<file path="src/ccp_cfg.svh">
// Offsets, field positions, reset values and counts of the config port
`ifndef CCP_CFG_SVH
`define CCP_CFG_SVH
// Configuration byte array size and slave address
`define CCP_MEM_BYTES 128
`define CCP_DEV_ADDR_HI 5'b11011
// Generic configuration bytes
`define CCP_OFS_ADDR 7'h01
`define CCP_BIT_BUSY 6
`define CCP_OFS_PINMODE 7'h02
`define CCP_BIT_PINMODE 6
`define CCP_OFS_Y1STATE 7'h02
`define CCP_OFS_Y1SEL 7'h04
`define CCP_OFS_BYTECNT 7'h06
// Per-PLL byte layout, base 10h with a stride of 10h
`define CCP_PLL_BASE 8'h10
`define CCP_PLL_STRIDE 8'h10
`define CCP_PLL_SSC 8'h00
`define CCP_PLL_FS 8'h03
`define CCP_PLL_DOWN 8'h04
`define CCP_PLL_OUTSEL 8'h05
`define CCP_PLL_STATE 8'h06
// Reset values: setting 0 hi-z, setting 1 active, freq 0, spread off
`define CCP_RST_STATES 8'h0d
`define CCP_RST_OUTSEL 8'h02
`define CCP_RST_BYTECNT 8'h40
// EEPROM programming time in clock cycles
`define CCP_NVM_PROG_CYCLES 32'd250000
`endif

</file>
<file path="src/ccp_pkg.sv">
// Types shared by the control pin and serial config port
package ccp_pkg;
  // Serial slave states, Gray coded along the usual path
  typedef enum logic [3:0] {
    CCP_IDLE = 4'h0,
    CCP_ADDR = 4'h1,
    CCP_AACK = 4'h3,
    CCP_CMD = 4'h2,
    CCP_CACK = 4'h6,
    CCP_WDAT = 4'h7,
    CCP_WACK = 4'h5,
    CCP_RDAT = 4'h4,
    CCP_RACK = 4'hc,
    CCP_SKIP = 4'hd
  } ccp_state_t;
  // Output state codes held in the state bytes
  typedef enum logic [1:0] {
    CCP_OUT_PDOWN = 2'h0,
    CCP_OUT_HIZ = 2'h1,
    CCP_OUT_LOW = 2'h2,
    CCP_OUT_ACTIVE = 2'h3
  } ccp_outst_t;
  // Volatile configuration byte array
  typedef logic [127:0][7:0] ccp_mem_t;
endpackage : ccp_pkg

</file>
<file path="src/ccp_config_port.sv">
// Control pins, two-wire serial slave and config bytes of the synthesizer
//
// Summary of operation
// - Eight stored settings, indexed by three pins
// - Setting gives per-PLL frequency, spread, output select
// - Spread code: off, quarter steps, top is 2%
// - Frequency bit picks programmed frequency zero/one
// - Pair select bit applies state zero/one
// - Single output bit picks generic state zero/one
// - Shared pins serial unless non-volatile bit set
// - Control-pin mode disables serial, supply-off restores
// - First control pin is control only
// - Power-up loads pass-through default configuration
// - Serial mode forces upper index bits low
// - Defaults: setting 0 hi-z, 1 active
// - Two-wire slave, standard and fast, 7-bit
// - Address 11011 plus two programmable low bits
// - Address LSB: one read, zero write
// - Command bit 7 single byte, rest offset
// - Block ascending, MSB first, stop anytime
// - Block read returns byte count bytes
// - Each written byte takes effect at once, except the pin mode bit, which takes effect when programming ends
// - Programming refuses writes, still serves reads
// - Busy bit set during programming, then cleared
`timescale 1ns/1ns
`include "ccp_cfg.svh"
module ccp_config_port
  import ccp_pkg::*;
#(
  parameter int NPLL = 4,
  parameter logic [31:0] NVM_PROG_CYCLES = `CCP_NVM_PROG_CYCLES
)(
  input wire logic clk,
  input wire logic rst,
  input wire logic ctrlPinA,
  input wire logic ctrlPinBSharedDataIn,
  output logic ctrlPinBSharedDataOut,
  output logic ctrlPinBSharedDataOeN,
  input wire logic ctrlPinCSharedClockIn,
  input wire logic outSupplyGrounded,
  input wire logic nvmWriteStart,
  output logic nvmProgramBusy,
  output logic serialActive,
  output logic [NPLL-1:0] pllFreqSel,
  output logic [4*NPLL-1:0] pllSpreadAmt,
  output logic [NPLL-1:0] pllSpreadDown,
  output logic [2*NPLL-1:0] pllPairState,
  output logic [1:0] singleOutState
);
  ////////////////////////////////////////////////////////////////////////////
  // State of the port
  typedef struct packed {
    ccp_state_t st;      // Serial slave state
    logic [2:0] bitCnt;  // Bit or ack phase counter
    logic [7:0] shift;   // Shift register
    logic sclPrev;       // Last accepted clock level
    logic sdaPrev;       // Last accepted data level
    logic drv;           // Pulling data low
    logic ackOk;         // Acknowledge pending phase
    logic isRead;        // Direction of current transfer
    logic single;        // Single byte access
    logic [6:0] ptr;     // Byte offset pointer
    logic [7:0] remain;  // Bytes left in a block read
    logic nvmPin;        // Non-volatile pin mode bit
    logic busy;          // EEPROM programming in progress
    logic [31:0] busyCnt; // Programming cycles left
    ccp_mem_t mem;       // Volatile configuration bytes
  } ccp_port_t;
  ccp_port_t r;
  ccp_port_t n;

  logic [3:0] pinLvl;    // Synchronised pins
  logic scl;             // Accepted serial clock
  logic sda;             // Accepted serial data
  logic supplyOff;       // Accepted supply-grounded level
  logic serialMode;      // Shared pins act as serial bus
  logic [2:0] settingIdx; // Selected control setting
  logic [7:0] rxByte;    // Byte completing on this clock rise

  // Default configuration bytes
  function automatic ccp_mem_t defaultMem();
    ccp_mem_t m;
    logic [6:0] base;
    m = '0;
    m[`CCP_OFS_Y1STATE] = `CCP_RST_STATES;
    m[`CCP_OFS_Y1SEL] = `CCP_RST_OUTSEL;
    m[`CCP_OFS_BYTECNT] = `CCP_RST_BYTECNT;
    for (int p = 0; p < NPLL; p++)
    begin
      base = 7'(`CCP_PLL_BASE + p * `CCP_PLL_STRIDE);
      m[base + 7'(`CCP_PLL_OUTSEL)] = `CCP_RST_OUTSEL;
      m[base + 7'(`CCP_PLL_STATE)] = `CCP_RST_STATES;
    end
    return m;
  endfunction : defaultMem

  // Byte as read back, with the live busy flag merged in
  function automatic logic [7:0] readByte(input ccp_mem_t m,
                                          input logic [6:0] ofs,
                                          input logic bsy);
    logic [7:0] b;
    b = m[ofs];
    if (ofs == `CCP_OFS_ADDR)
      b[`CCP_BIT_BUSY] = bsy;
    return b;
  endfunction : readByte

  ////////////////////////////////////////////////////////////////////////////
  // Pin synchronisers: data, clock, first control pin, supply level
  ccp_pin_sync #(
    .W(4),
    .RST_VAL(4'h3)
  ) u_sync (
    .clk(clk),
    .rst(rst),
    .din({outSupplyGrounded, ctrlPinA, ctrlPinCSharedClockIn,
          ctrlPinBSharedDataIn}),
    .dout(pinLvl)
  );

  assign sda = pinLvl[0];
  assign scl = pinLvl[1];
  assign supplyOff = pinLvl[3];
  // Serial unless programmed as pins; grounded supply restores it
  assign serialMode = ~r.nvmPin | supplyOff;
  // Upper bits read as zero in serial mode
  assign settingIdx = serialMode ? {2'b00, pinLvl[2]}
                                 : {scl, sda, pinLvl[2]};
  assign rxByte = {r.shift[6:0], sda};

  ////////////////////////////////////////////////////////////////////////////
  // Setting selection and output controls
  ccp_setting_sel #(
    .NPLL(NPLL)
  ) u_sel (
    .clk(clk),
    .rst(rst),
    .settingIdx(settingIdx),
    .cfgMem(r.mem),
    .pllFreqSel(pllFreqSel),
    .pllSpreadAmt(pllSpreadAmt),
    .pllSpreadDown(pllSpreadDown),
    .pllPairState(pllPairState),
    .singleOutState(singleOutState)
  );

  ////////////////////////////////////////////////////////////////////////////
  // Serial slave, programming timer and configuration bytes
  always_comb
  begin
    logic sclRise;
    logic sclFall;
    logic startC;
    logic stopC;
    sclRise = scl & ~r.sclPrev;
    sclFall = ~scl & r.sclPrev;
    startC = scl & r.sclPrev & r.sdaPrev & ~sda;
    stopC = scl & r.sclPrev & ~r.sdaPrev & sda;
    n = r;
    n.sclPrev = scl;
    n.sdaPrev = sda;
    // Programming cycle copies the pin mode bit when it ends
    if (r.busy)
    begin
      n.busyCnt = r.busyCnt - 32'd1;
      if (r.busyCnt <= 32'd1)
      begin
        n.busy = 1'b0;
        n.nvmPin = r.mem[`CCP_OFS_PINMODE][`CCP_BIT_PINMODE];
      end
    end
    else if (nvmWriteStart)
    begin
      n.busy = 1'b1;
      n.busyCnt = NVM_PROG_CYCLES;
    end
    if (!serialMode)
    begin
      // Serial interface gone while pins act as controls
      n.st = CCP_IDLE;
      n.drv = 1'b0;
    end
    else if (startC)
    begin
      // Start or repeated start opens an address byte
      n.st = CCP_ADDR;
      n.bitCnt = '0;
      n.drv = 1'b0;
    end
    else if (stopC)
    begin
      n.st = CCP_IDLE;
      n.drv = 1'b0;
    end
    else
    begin
      case (r.st)
        CCP_ADDR, CCP_CMD, CCP_WDAT:
        begin
          // Shift in MSB first on clock rise
          if (sclRise)
          begin
            n.shift = rxByte;
            n.bitCnt = r.bitCnt + 3'd1;
            if (r.bitCnt == 3'd7)
            begin
              n.bitCnt = '0;
              if (r.st == CCP_ADDR)
              begin
                // Match 11011 plus low bits
                n.ackOk = (rxByte[7:1] == {`CCP_DEV_ADDR_HI,
                                           r.mem[`CCP_OFS_ADDR][1:0]});
                n.isRead = rxByte[0];
                n.st = CCP_AACK;
              end
              else if (r.st == CCP_CMD)
              begin
                n.single = rxByte[7];
                n.ptr = rxByte[6:0];
                n.ackOk = 1'b1;
                n.st = CCP_CACK;
              end
              else
              begin
                n.ackOk = ~r.busy;
                if (!r.busy)
                begin
                  // Stored now, effective now except the pin mode bit
                  n.mem[r.ptr] = rxByte;
                  if (r.ptr == `CCP_OFS_ADDR)
                    n.mem[r.ptr][`CCP_BIT_BUSY] = 1'b0;
                  n.ptr = r.ptr + 7'd1;
                end
                n.st = CCP_WACK;
              end
            end
          end
        end
        CCP_AACK, CCP_CACK, CCP_WACK:
        begin
          // First fall drives the ack, second fall releases it
          if (sclFall)
          begin
            if (r.bitCnt == 3'd0)
            begin
              n.drv = r.ackOk;
              n.bitCnt = 3'd1;
            end
            else
            begin
              n.drv = 1'b0;
              n.bitCnt = '0;
              if (!r.ackOk)
                n.st = CCP_SKIP;
              else if (r.st == CCP_CACK)
                n.st = CCP_WDAT;
              else if (r.st == CCP_WACK)
                n.st = r.single ? CCP_SKIP : CCP_WDAT;
              else if (r.isRead)
              begin
                // Load first read byte
                n.shift = readByte(r.mem, r.ptr, r.busy);
                n.drv = ~n.shift[7];
                n.ptr = r.ptr + 7'd1;
                n.remain = r.mem[`CCP_OFS_BYTECNT] - 8'd1;
                n.st = CCP_RDAT;
              end
              else
                n.st = CCP_CMD;
            end
          end
        end
        CCP_RDAT:
        begin
          // Shift out MSB first on clock fall
          if (sclFall)
          begin
            n.bitCnt = r.bitCnt + 3'd1;
            n.shift = {r.shift[6:0], 1'b0};
            n.drv = ~r.shift[6];
            if (r.bitCnt == 3'd7)
            begin
              n.bitCnt = '0;
              n.drv = 1'b0;
              n.ackOk = 1'b0;
              n.st = CCP_RACK;
            end
          end
        end
        CCP_RACK:
        begin
          // Master ack on rise; next byte on fall if wanted
          if (sclRise)
            n.ackOk = ~sda;
          if (sclFall)
          begin
            if (!r.ackOk || r.single || r.remain == 8'd0)
              n.st = CCP_SKIP;
            else
            begin
              n.shift = readByte(r.mem, r.ptr, r.busy);
              n.drv = ~n.shift[7];
              n.ptr = r.ptr + 7'd1;
              n.remain = r.remain - 8'd1;
              n.st = CCP_RDAT;
            end
          end
        end
        default: n.drv = 1'b0; // Idle or skipping: released
      endcase
    end
  end

  // Register the state; reset loads the default configuration
  always_ff @(posedge clk)
  begin
    if (rst)
    begin
      r <= '0;
      r.st <= CCP_IDLE;
      r.sclPrev <= 1'b1;
      r.sdaPrev <= 1'b1;
      r.mem <= defaultMem();
    end
    else
      r <= n;
  end

  // Open drain data: only ever pulls low
  assign ctrlPinBSharedDataOut = 1'b0;
  assign ctrlPinBSharedDataOeN = ~r.drv;
  assign nvmProgramBusy = r.busy;
  assign serialActive = serialMode;
endmodule : ccp_config_port

</file>
<file path="src/ccp_pin_sync.sv">
// Three-stage pin synchroniser with agreement filter
`timescale 1ns/1ns
module ccp_pin_sync
  import ccp_pkg::*;
#(
  parameter int W = 4,
  parameter logic [W-1:0] RST_VAL = '1
)(
  input wire logic clk,
  input wire logic rst,
  input wire logic [W-1:0] din,
  output logic [W-1:0] dout
);
  // Stage flops and the accepted level
  typedef struct packed {
    logic [W-1:0] ff1;
    logic [W-1:0] ff2;
    logic [W-1:0] ff3;
    logic [W-1:0] level;
  } ccp_sync_t;
  ccp_sync_t r;
  ccp_sync_t n;

  ////////////////////////////////////////////////////////////////////////////
  // Accept a change only once stages two and three agree
  always_comb
  begin
    n = r;
    n.ff1 = din;
    n.ff2 = r.ff1;
    n.ff3 = r.ff2;
    for (int i = 0; i < W; i++)
    begin
      if (r.ff2[i] == r.ff3[i])
      begin
        n.level[i] = r.ff3[i];
      end
    end
  end

  // Register the stages
  always_ff @(posedge clk)
  begin
    if (rst)
    begin
      r <= {RST_VAL, RST_VAL, RST_VAL, RST_VAL};
    end
    else
    begin
      r <= n;
    end
  end

  assign dout = r.level;
endmodule : ccp_pin_sync

</file>
<file path="src/ccp_setting_sel.sv">
// Applies one of eight predefined control settings to the PLL controls
`timescale 1ns/1ns
`include "ccp_cfg.svh"
module ccp_setting_sel
  import ccp_pkg::*;
#(
  parameter int NPLL = 4
)(
  input wire logic clk,
  input wire logic rst,
  input wire logic [2:0] settingIdx,
  input wire ccp_mem_t cfgMem,
  output logic [NPLL-1:0] pllFreqSel,
  output logic [4*NPLL-1:0] pllSpreadAmt,
  output logic [NPLL-1:0] pllSpreadDown,
  output logic [2*NPLL-1:0] pllPairState,
  output logic [1:0] singleOutState
);
  // Registered selected controls
  typedef struct packed {
    logic [NPLL-1:0] fs;
    logic [4*NPLL-1:0] amt;
    logic [NPLL-1:0] down;
    logic [2*NPLL-1:0] pair;
    logic [1:0] single;
  } ccp_sel_t;
  ccp_sel_t r;
  ccp_sel_t n;

  // Spread amount in quarter percent steps; top code jumps to 2.0 %
  function automatic logic [3:0] spreadQuarters(input logic [2:0] code);
    spreadQuarters = (code == 3'h7) ? 4'h8 : {1'b0, code};
  endfunction : spreadQuarters

  ////////////////////////////////////////////////////////////////////////////
  // Pick each PLL's fields for the selected setting
  always_comb
  begin
    logic [6:0] base;
    logic [23:0] ssc;
    logic [2:0] code;
    logic [7:0] st;
    base = '0;
    ssc = '0;
    code = '0;
    st = '0;
    n = r;
    for (int p = 0; p < NPLL; p++)
    begin
      base = 7'(`CCP_PLL_BASE + p * `CCP_PLL_STRIDE);
      ssc = {cfgMem[base + 7'(`CCP_PLL_SSC + 2)],
             cfgMem[base + 7'(`CCP_PLL_SSC + 1)],
             cfgMem[base + 7'(`CCP_PLL_SSC)]};
      code = ssc[3 * settingIdx +: 3];
      // Frequency 0 or 1 of this PLL
      n.fs[p] = cfgMem[base + 7'(`CCP_PLL_FS)][settingIdx];
      n.amt[4 * p +: 4] = spreadQuarters(code);
      n.down[p] = cfgMem[base + 7'(`CCP_PLL_DOWN)][0];
      st = cfgMem[base + 7'(`CCP_PLL_STATE)];
      // Pair state 0 or 1 to both outputs
      if (cfgMem[base + 7'(`CCP_PLL_OUTSEL)][settingIdx])
      begin
        n.pair[2 * p +: 2] = st[3:2];
      end
      else
      begin
        n.pair[2 * p +: 2] = st[1:0];
      end
    end
    // Single output from generic states
    st = cfgMem[`CCP_OFS_Y1STATE];
    n.single = cfgMem[`CCP_OFS_Y1SEL][settingIdx] ? st[3:2] : st[1:0];
  end

  // Register the selection
  always_ff @(posedge clk)
  begin
    if (rst)
    begin
      r <= '0;
    end
    else
    begin
      r <= n;
    end
  end

  assign pllFreqSel = r.fs;
  assign pllSpreadAmt = r.amt;
  assign pllSpreadDown = r.down;
  assign pllPairState = r.pair;
  assign singleOutState = r.single;
endmodule : ccp_setting_sel
</file>
<file path="config.mk">
export PLATFORM = sky130hd
export DESIGN_NAME = ccp_config_port
export DESIGN_NICKNAME = d
export VERILOG_FILES = /design/src/ccp_pkg.sv /design/src/ccp_config_port.sv /design/src/ccp_pin_sync.sv /design/src/ccp_setting_sel.sv
export VERILOG_INCLUDE_DIRS = /design/src
export SDC_FILE = /design/constraint.sdc
export NUM_CORES = 2
export LEC_CHECK = 0
export BUFFER_PORTS_ARGS = -buffer_cell sky130_fd_sc_hd__clkbuf_2
export CAP_MARGIN = 20
export CORE_MARGIN = 2
export CORE_UTILIZATION = 45
export CTS_CLUSTER_DIAMETER = 150
export DETAILED_ROUTE_END_ITERATION = 6
export PLACE_DENSITY_LB_ADDON = 0.1
export SYNTH_ARGS = -nofsm -noshare
export SYNTH_HDL_FRONTEND = slang
export SYNTH_SLANG_ARGS = --single-unit
</file>
<file path="constraint.sdc">
create_clock -name clk -period 3.2 [get_ports clk]
set_input_delay 0.48 -clock clk [delete_from_list [all_inputs] [get_ports clk]]
set_output_delay 0.48 -clock clk [all_outputs]
set_load 0.01 [all_outputs]
</file>
## Word-level counts from Yosys, hierarchy flattened

Cells that the tools add are included.

- Output and inout bits: 38
- Input port bits: 7
- Logic and storage cells: 377
- Bits in registers: 1144

- Multiplexer cells: 101
- Reduce and logical (&&, ||, !) cells: 33
- Bitwise logic cells: 25
- Order comparisons: 4
- Equality and inequality tests: 45
- $mul: 1
- Shift-type cells: 4
- $add $sub $neg: 5

Operator list:

| kind | number |
|---|---|
| 1024-bit bitwise AND | 1 |
| 1024-bit bitwise mux | 1 |
| 1024-bit 2-to-1 mux | 1 |
| 1024-bit NOT | 1 |
| 15-bit 2-to-1 mux | 11 |
| 8-bit demux with 7-bit select | 2 |
| 24-bit by 6-bit variable part select with 3-bit output | 4 |
| 8-bit 2-to-1 mux | 10 |
| 33-bit 2-to-1 mux | 2 |
| 8-bit binary-select mux with 7-bit select | 1 |
| 4-bit 2-to-1 mux | 12 |
| 7-bit 2-to-1 mux | 5 |
| 32-bit by 1-bit less-or-equal comparator with 1-bit output, second input constant | 1 |
| 8-bit one-hot mux with 4 select lines | 1 |
| 32-bit by 1-bit subtractor with 32-bit output, second input constant | 1 |
| 2-bit inequality test, second input constant | 15 |
| 4-bit inequality test, second input constant | 7 |
| 1-bit binary-select mux with 3-bit select | 9 |
| 1-bit 2-to-1 mux | 26 |
| 8-bit AND reduction | 3 |
| 7-bit one-hot mux with 3 select lines | 1 |
| 10-bit 2-to-1 mux | 2 |
| 9-bit AND reduction | 2 |
| 4-bit by 3-bit == test with 1-bit output, second input constant | 4 |
| 45 further kinds | 95 |

## Longest topological paths before layout

- Depth in word-level cells: 12
- Mapped depth: 13
- Depth with buffers taken out: 9

## Modules after synthesis

Synthesis repeated with hierarchy kept, for this count alone.

- Cells, all modules: 6526
- Area total of the unflattened synthesis: 52475.3 um2

By module, submodules not included:

| module | sequential area each (um2) | cells each | area an instance (um2) | times used |
|---|---|---|---|---|
| ccp_config_port | 21881.0 | 6301 | 49443.7 | 1 |
| ccp_setting_sel | 680.7 | 180 | 2519.9 | 1 |
| ccp_pin_sync | 320.3 | 45 | 511.7 | 1 |

## Least setup slack after synthesis

No wires, ideal clock.

- Kind: register -> register
- From: register r[1067] (netlist bit)
- To: register r[54] (netlist bit)
- Data required time: 3063 ps
- Clock period less this slack: 2701 ps
- Path buffers: 7
- Cell stages (with the launch flop): 14
- Arrival: 2564 ps
- Path slack: 499 ps
- Library setup time: 137 ps
- Cell sequence: dfxtp_1 buf_2 buf_2 inv_1 clkbuf_1 buf_1 buf_1 ha_1 nand3_1 and2_1 clkbuf_1 clkbuf_1 nand2_1 nand3_1

- Longest elaborated chain between the ends: 7
- Elaborated cells between the ends (all ways): 12
- Those cells by class: 2 x order compare; 1 x eq/ne; 6 x mux; 2 x bitwise; 1 x reduce/logical

RTL lines:

| element | line | RTL |
|---|---|---|
| start: declaration | ccp_config_port.sv:69 | `ccp_port_t r;` |
| start signal: assignment | ccp_config_port.sv:326 | `r <= n;` |
| 7-bit by 8-bit less-than comparator with 1-bit output or 7-bit by 1-bit greater-or-equal comparator with 1-bit output (tied branches) | ccp_config_port.sv:229, ccp_config_port.sv:231 |  |
| 1-bit logical AND | ccp_config_port.sv:229, ccp_config_port.sv:231 |  |
| 8-bit 2-to-1 mux (implied by the code) or 7-bit 2-to-1 mux (tied branches) | ccp_config_port.sv:229, ccp_config_port.sv:231 |  |
| 8-bit demux with 7-bit select (on tied branches) | ccp_config_port.sv:229, ccp_config_port.sv:231 |  |
| 1024-bit bitwise mux or 1024-bit NOT (tied branches) | - |  |
| 1024-bit bitwise AND (no line) | - |  |
| 1024-bit 2-to-1 mux (*) | ccp_config_port.sv:230 | `` if (r.ptr == `CCP_OFS_ADDR) `` |

Mark *: on every way between the ends. The rest lies on a longest branch, timed or not.
A chain may end at the register's enable or synchronous reset.

## Worst setup path in the final report

- From: register r[1068] (netlist bit)
- To: register r[1085] (netlist bit)

- Longest elaborated chain between the ends: 10
- Elaborated cells between the ends (all ways): 13
- Those cells by class: 1 x eq/ne; 12 x mux

RTL lines:

| element | line | RTL |
|---|---|---|
| 8-bit binary-select mux with 7-bit select | ccp_config_port.sv:102 | `b = m[ofs];` |
| 8-bit 2-to-1 mux (implied by the code) | ccp_config_port.sv:102 |  |
| 1-bit 2-to-1 mux (*) | ccp_config_port.sv:103 | `` if (ofs == `CCP_OFS_ADDR) `` |
| 8-bit 2-to-1 mux | ccp_config_port.sv:259 | `else if (r.isRead)` |
| 8-bit 2-to-1 mux | ccp_config_port.sv:257 | `else if (r.st == CCP_WACK)` |
| 8-bit 2-to-1 mux | ccp_config_port.sv:255 | `else if (r.st == CCP_CACK)` |
| 8-bit 2-to-1 mux | ccp_config_port.sv:253 | `if (!r.ackOk)` |
| 8-bit 2-to-1 mux | ccp_config_port.sv:244 | `if (r.bitCnt == 3'd0)` |
| 15-bit 2-to-1 mux | ccp_config_port.sv:242 | `if (sclFall)` |
| 8-bit one-hot mux with 4 select lines (*) | ccp_config_port.sv:197 | `case (r.st)` |

Mark *: on every way between the ends. The rest lies on a longest branch, timed or not. The select of a mux whose other input is x is not followed.

==> metrics.csv <==
metric,value,unit
via_count,51300,
viasPerCell,6.18,
synth_xor_xnor_area_share,0.137,%
initial_core_util,45.4,%
wl_per_cell,26.6,µm
drv_cap,0,
grt_pass1_wl,321000,µm
path_clk_slew,60,ps
syn_inst,6571,
num-nets-final,6709,
clock-sinks,1143,
drtIter0Drc,7594,
cts_tree,done,
hp-class,input port to register,
fin_crit_sh,99.6,%
path_class,register to register,
p_leak,19.7,nW
synth_fp_nets,6586,
required,3820,ps
dp_hpwl,142000,µm
grt_max_degree,194,
yosysUniqueCellTypes,90,
synth_flop_cell,dfxtp_1,
antenna_found_initial,4,
syn-cell-area,51000,µm²
ir_worst_vdd,0.000550,V
path_cells,buf_4 -> and3b_2 -> buf_12 -> a22oi_1 -> a41oi_1 -> or4_1 -> nor4_1 -> o32ai_1,
numCtsBuffers,132,
fillers,10700,
final_cell_mix,"nand2_1 (2291), dfxtp_1 (1131), a21oi_1 (1105)",
synth_edf_count,0,
cts_root_buf,clkbuf_16,
yosys_warnings,0,
overflow,0,
hold_slack,54.3,ps
max_freq,0.314,GHz
core-area,112000,µm²
setup_violations,0,
seqPwrFrac,45.5,%
antenna_left,0,
placementRows,123,
async_flop_share,0,%
p_switching,0.00811,W
cpMaxStageDelayCell,or4_1,
rrSetupSlack,10,ps
route.detailed.drc,0,
setup_tns,0,ps
critPathLaunchType,register,
final_common_cell,nand2_1,
drv_slew,0,
muxShareOfSynthArea,7.66,%
synthToLayoutAreaGrowth,16.7,%
finalCriticalPeriod,3190,ps
ys_ff_latch,1143,
powerDensity,534,nW/µm²
clockBufferDepth,3,
cp-end-kind,register,
netSwitchingFraction,25.5,%
synth_compound_area_share,20.3,%
die_x,341,µm
intPower,0.0237,W
hold_viol_final,0,
die_h,341,µm
syn_area_per_cell,7.77,µm²
cp.arrival,3810,ps
seq_area_frac_synth,44.8,%
tightest_slew,1080,ps
drive_gt1_share,13.4,%
clk_latency,770,ps
drt_wl_total,221000,µm
maxSlewHeadroom,28.1,%
power_frac_comb,6.8,%
portBuffers,43,
status,completed,
gp_congestion,0.971,
die_area,116000,µm²
synthAdderAreaFrac,0.196,%
track_usage,36.7,%
synthSimpleGateAreaFrac,23.0,%
fin_worst_skew,40.0,ps
htreeDepth,4,
ios,45,
grt_pass1_vias,46700,
p_clk_share,47.7,%
critPathMaxStageDelay,660,ps
critPathMaxFanout,22,
synth_top_family_by_area,simple AND/OR/NAND/NOR gates,
grt_setup_unrepaired,no,
dr.pass1.iters,7,
## critical path, delay by kind of cell (launching register included)
kind	cells	cell delay, ps
AND/OR/NAND/NOR	3	1330
flip-flops	1	450
AO/OA/AOI/OAI	3	750
buffers and inverters	2	500
## what timing repair did
item	in CTS	in global routing
hold buffers	4	0
resized for setup	4	12
hold endpoints to repair	4	0
setup endpoints to repair	3	8
setup buffers	1	3
pin swaps	0	0
## cell families (layout without fill, tap and decap cells)
| logic type | Yosys count | count (layout) |
|---|---|---|
| AO/OA/AOI/OAI | 1720 | 1720 |
| XOR/XNOR | 8 | 8 |
| adder cells (fa/ha/maj) | 8 | 8 |
| buffers and inverters | 498 | 720 |
| flip-flops | 1143 | 1143 |
| multiplexers | 314 | 314 |
| other | 1 | 3 |
| AND/OR/NAND/NOR | 2879 | 2879 |
## worst paths after layout
check / start / to / cells past startpoint
max: r[1068] / r[1085] / 8
max reg2reg: r[1068] / r[1085] / 8
min: nvmWriteStart / r[1025] / 3
min reg2reg: u_sync.n[8] / u_sync.n[4] / 1
## flip-flops by register name (all words and copies together) (netlist names)
signal and count:
u_sync.dout 4, r 1092, u_sel.pllSpreadDown 4, u_sync.r 4
u_sel.pllFreqSel 4, u_sel.pllPairState 8, u_sel.pllSpreadAmt 16, nvmProgramBusy 1
u_sync.n 8, u_sel.singleOutState 2
## power groups by stage
stage | logic (W) | clock network (W) | registers [W]
final | 0.00215 | 0.0152 | 0.0145
after global routing | 0.00219 | 0.0159 | 0.0145
after CTS | 0.00207 | 0.0153 | 0.0145
after detailed placement | 0.00206 | 0 | 0.0148
after global placement | 0.00206 | 0 | 0.0148
after floorplan | 0.00117 | 0 | 0.0147
## cell usage after synthesis (10+ instances only)
| cell type | number | area (µm²) |
|---|---|---|
| o2bb2ai_1 | 18 | 158 |
| a221o_1 | 38 | 380 |
| a211oi_1 | 28 | 210 |
| o21ai_0 | 81 | 405 |
| a21oi_1 | 1105 | 5530 |
| buf_4 | 11 | 82.6 |
| or2_2 | 16 | 100 |
| o31ai_1 | 11 | 82.6 |
| o211ai_1 | 25 | 188 |
| mux2i_1 | 160 | 1600 |
| nand3_1 | 60 | 300 |
| nor3b_1 | 11 | 82.6 |
| a311oi_1 | 10 | 87.6 |
| buf_1 | 36 | 135 |
| and2_1 | 12 | 75.1 |
| nor2_1 | 279 | 1050 |
| o2111ai_1 | 14 | 123 |
| nand4_1 | 19 | 119 |
| or3_1 | 11 | 68.8 |
| o22ai_1 | 16 | 100 |
| inv_1 | 19 | 71.3 |
| a22o_1 | 26 | 228 |
| nor2b_1 | 26 | 163 |
| o221ai_1 | 21 | 184 |
| nor3_1 | 33 | 165 |
| nand2_1 | 2292 | 8600 |
| dfxtp_1 | 1143 | 22900 |
| buf_2 | 83 | 415 |
| a221oi_1 | 96 | 841 |
| nor4_1 | 21 | 131 |
| a31oi_1 | 23 | 144 |
| nand2b_1 | 15 | 93.8 |
| clkbuf_1 | 345 | 1290 |
| a2111oi_0 | 12 | 105 |
| mux4_2 | 51 | 1150 |
| mux2_2 | 102 | 1150 |
| and3_1 | 15 | 93.8 |
| a22oi_1 | 124 | 931 |
## layout make-up
cell class              count  area [µm²]  share of cell area (%)
flip-flops and latches   1143       22900                    38.5
inverters                  23        86.3                   0.145
multi-input cells        4930       26300                    44.2
diodes                      2        5.00                 0.00841
well taps                1500        1880                    3.15
repair buffers            464        4070                    6.84
clock buffers             187        3780                    6.35
clock inverters            46         497                   0.834
## layer usage
| metal | up-vias | routed length (µm) | track usage (%) |
|---|---|---|---|
| li1 | 23000 | - | - |
| met1 | 24500 | 89500 | 49.7 |
| met2 | 3090 | 94900 | 55.1 |
| met3 | 643 | 23400 | 7.94 |
| met4 | 4 | 12700 | 18.8 |
| met5 | - | 65 | 0.245 |
## metrics by stage
stage	area, µm²	instances	util [%]	power [W]	setup slack (ps)
2_1_floorplan	51000	6571	-	0.0158	499
5_1_grt	59500	8293	52.9	0.0325	3.75
6_report	59500	8295	52.9	0.0318	12.2
3_3_place_gp	55100	8052	49.0	0.0168	-409
3_5_place_dp	55100	8052	49.0	0.0168	-378
4_1_cts	59400	8290	52.8	0.0318	6.88
Power figures use the tool's default switching activity.
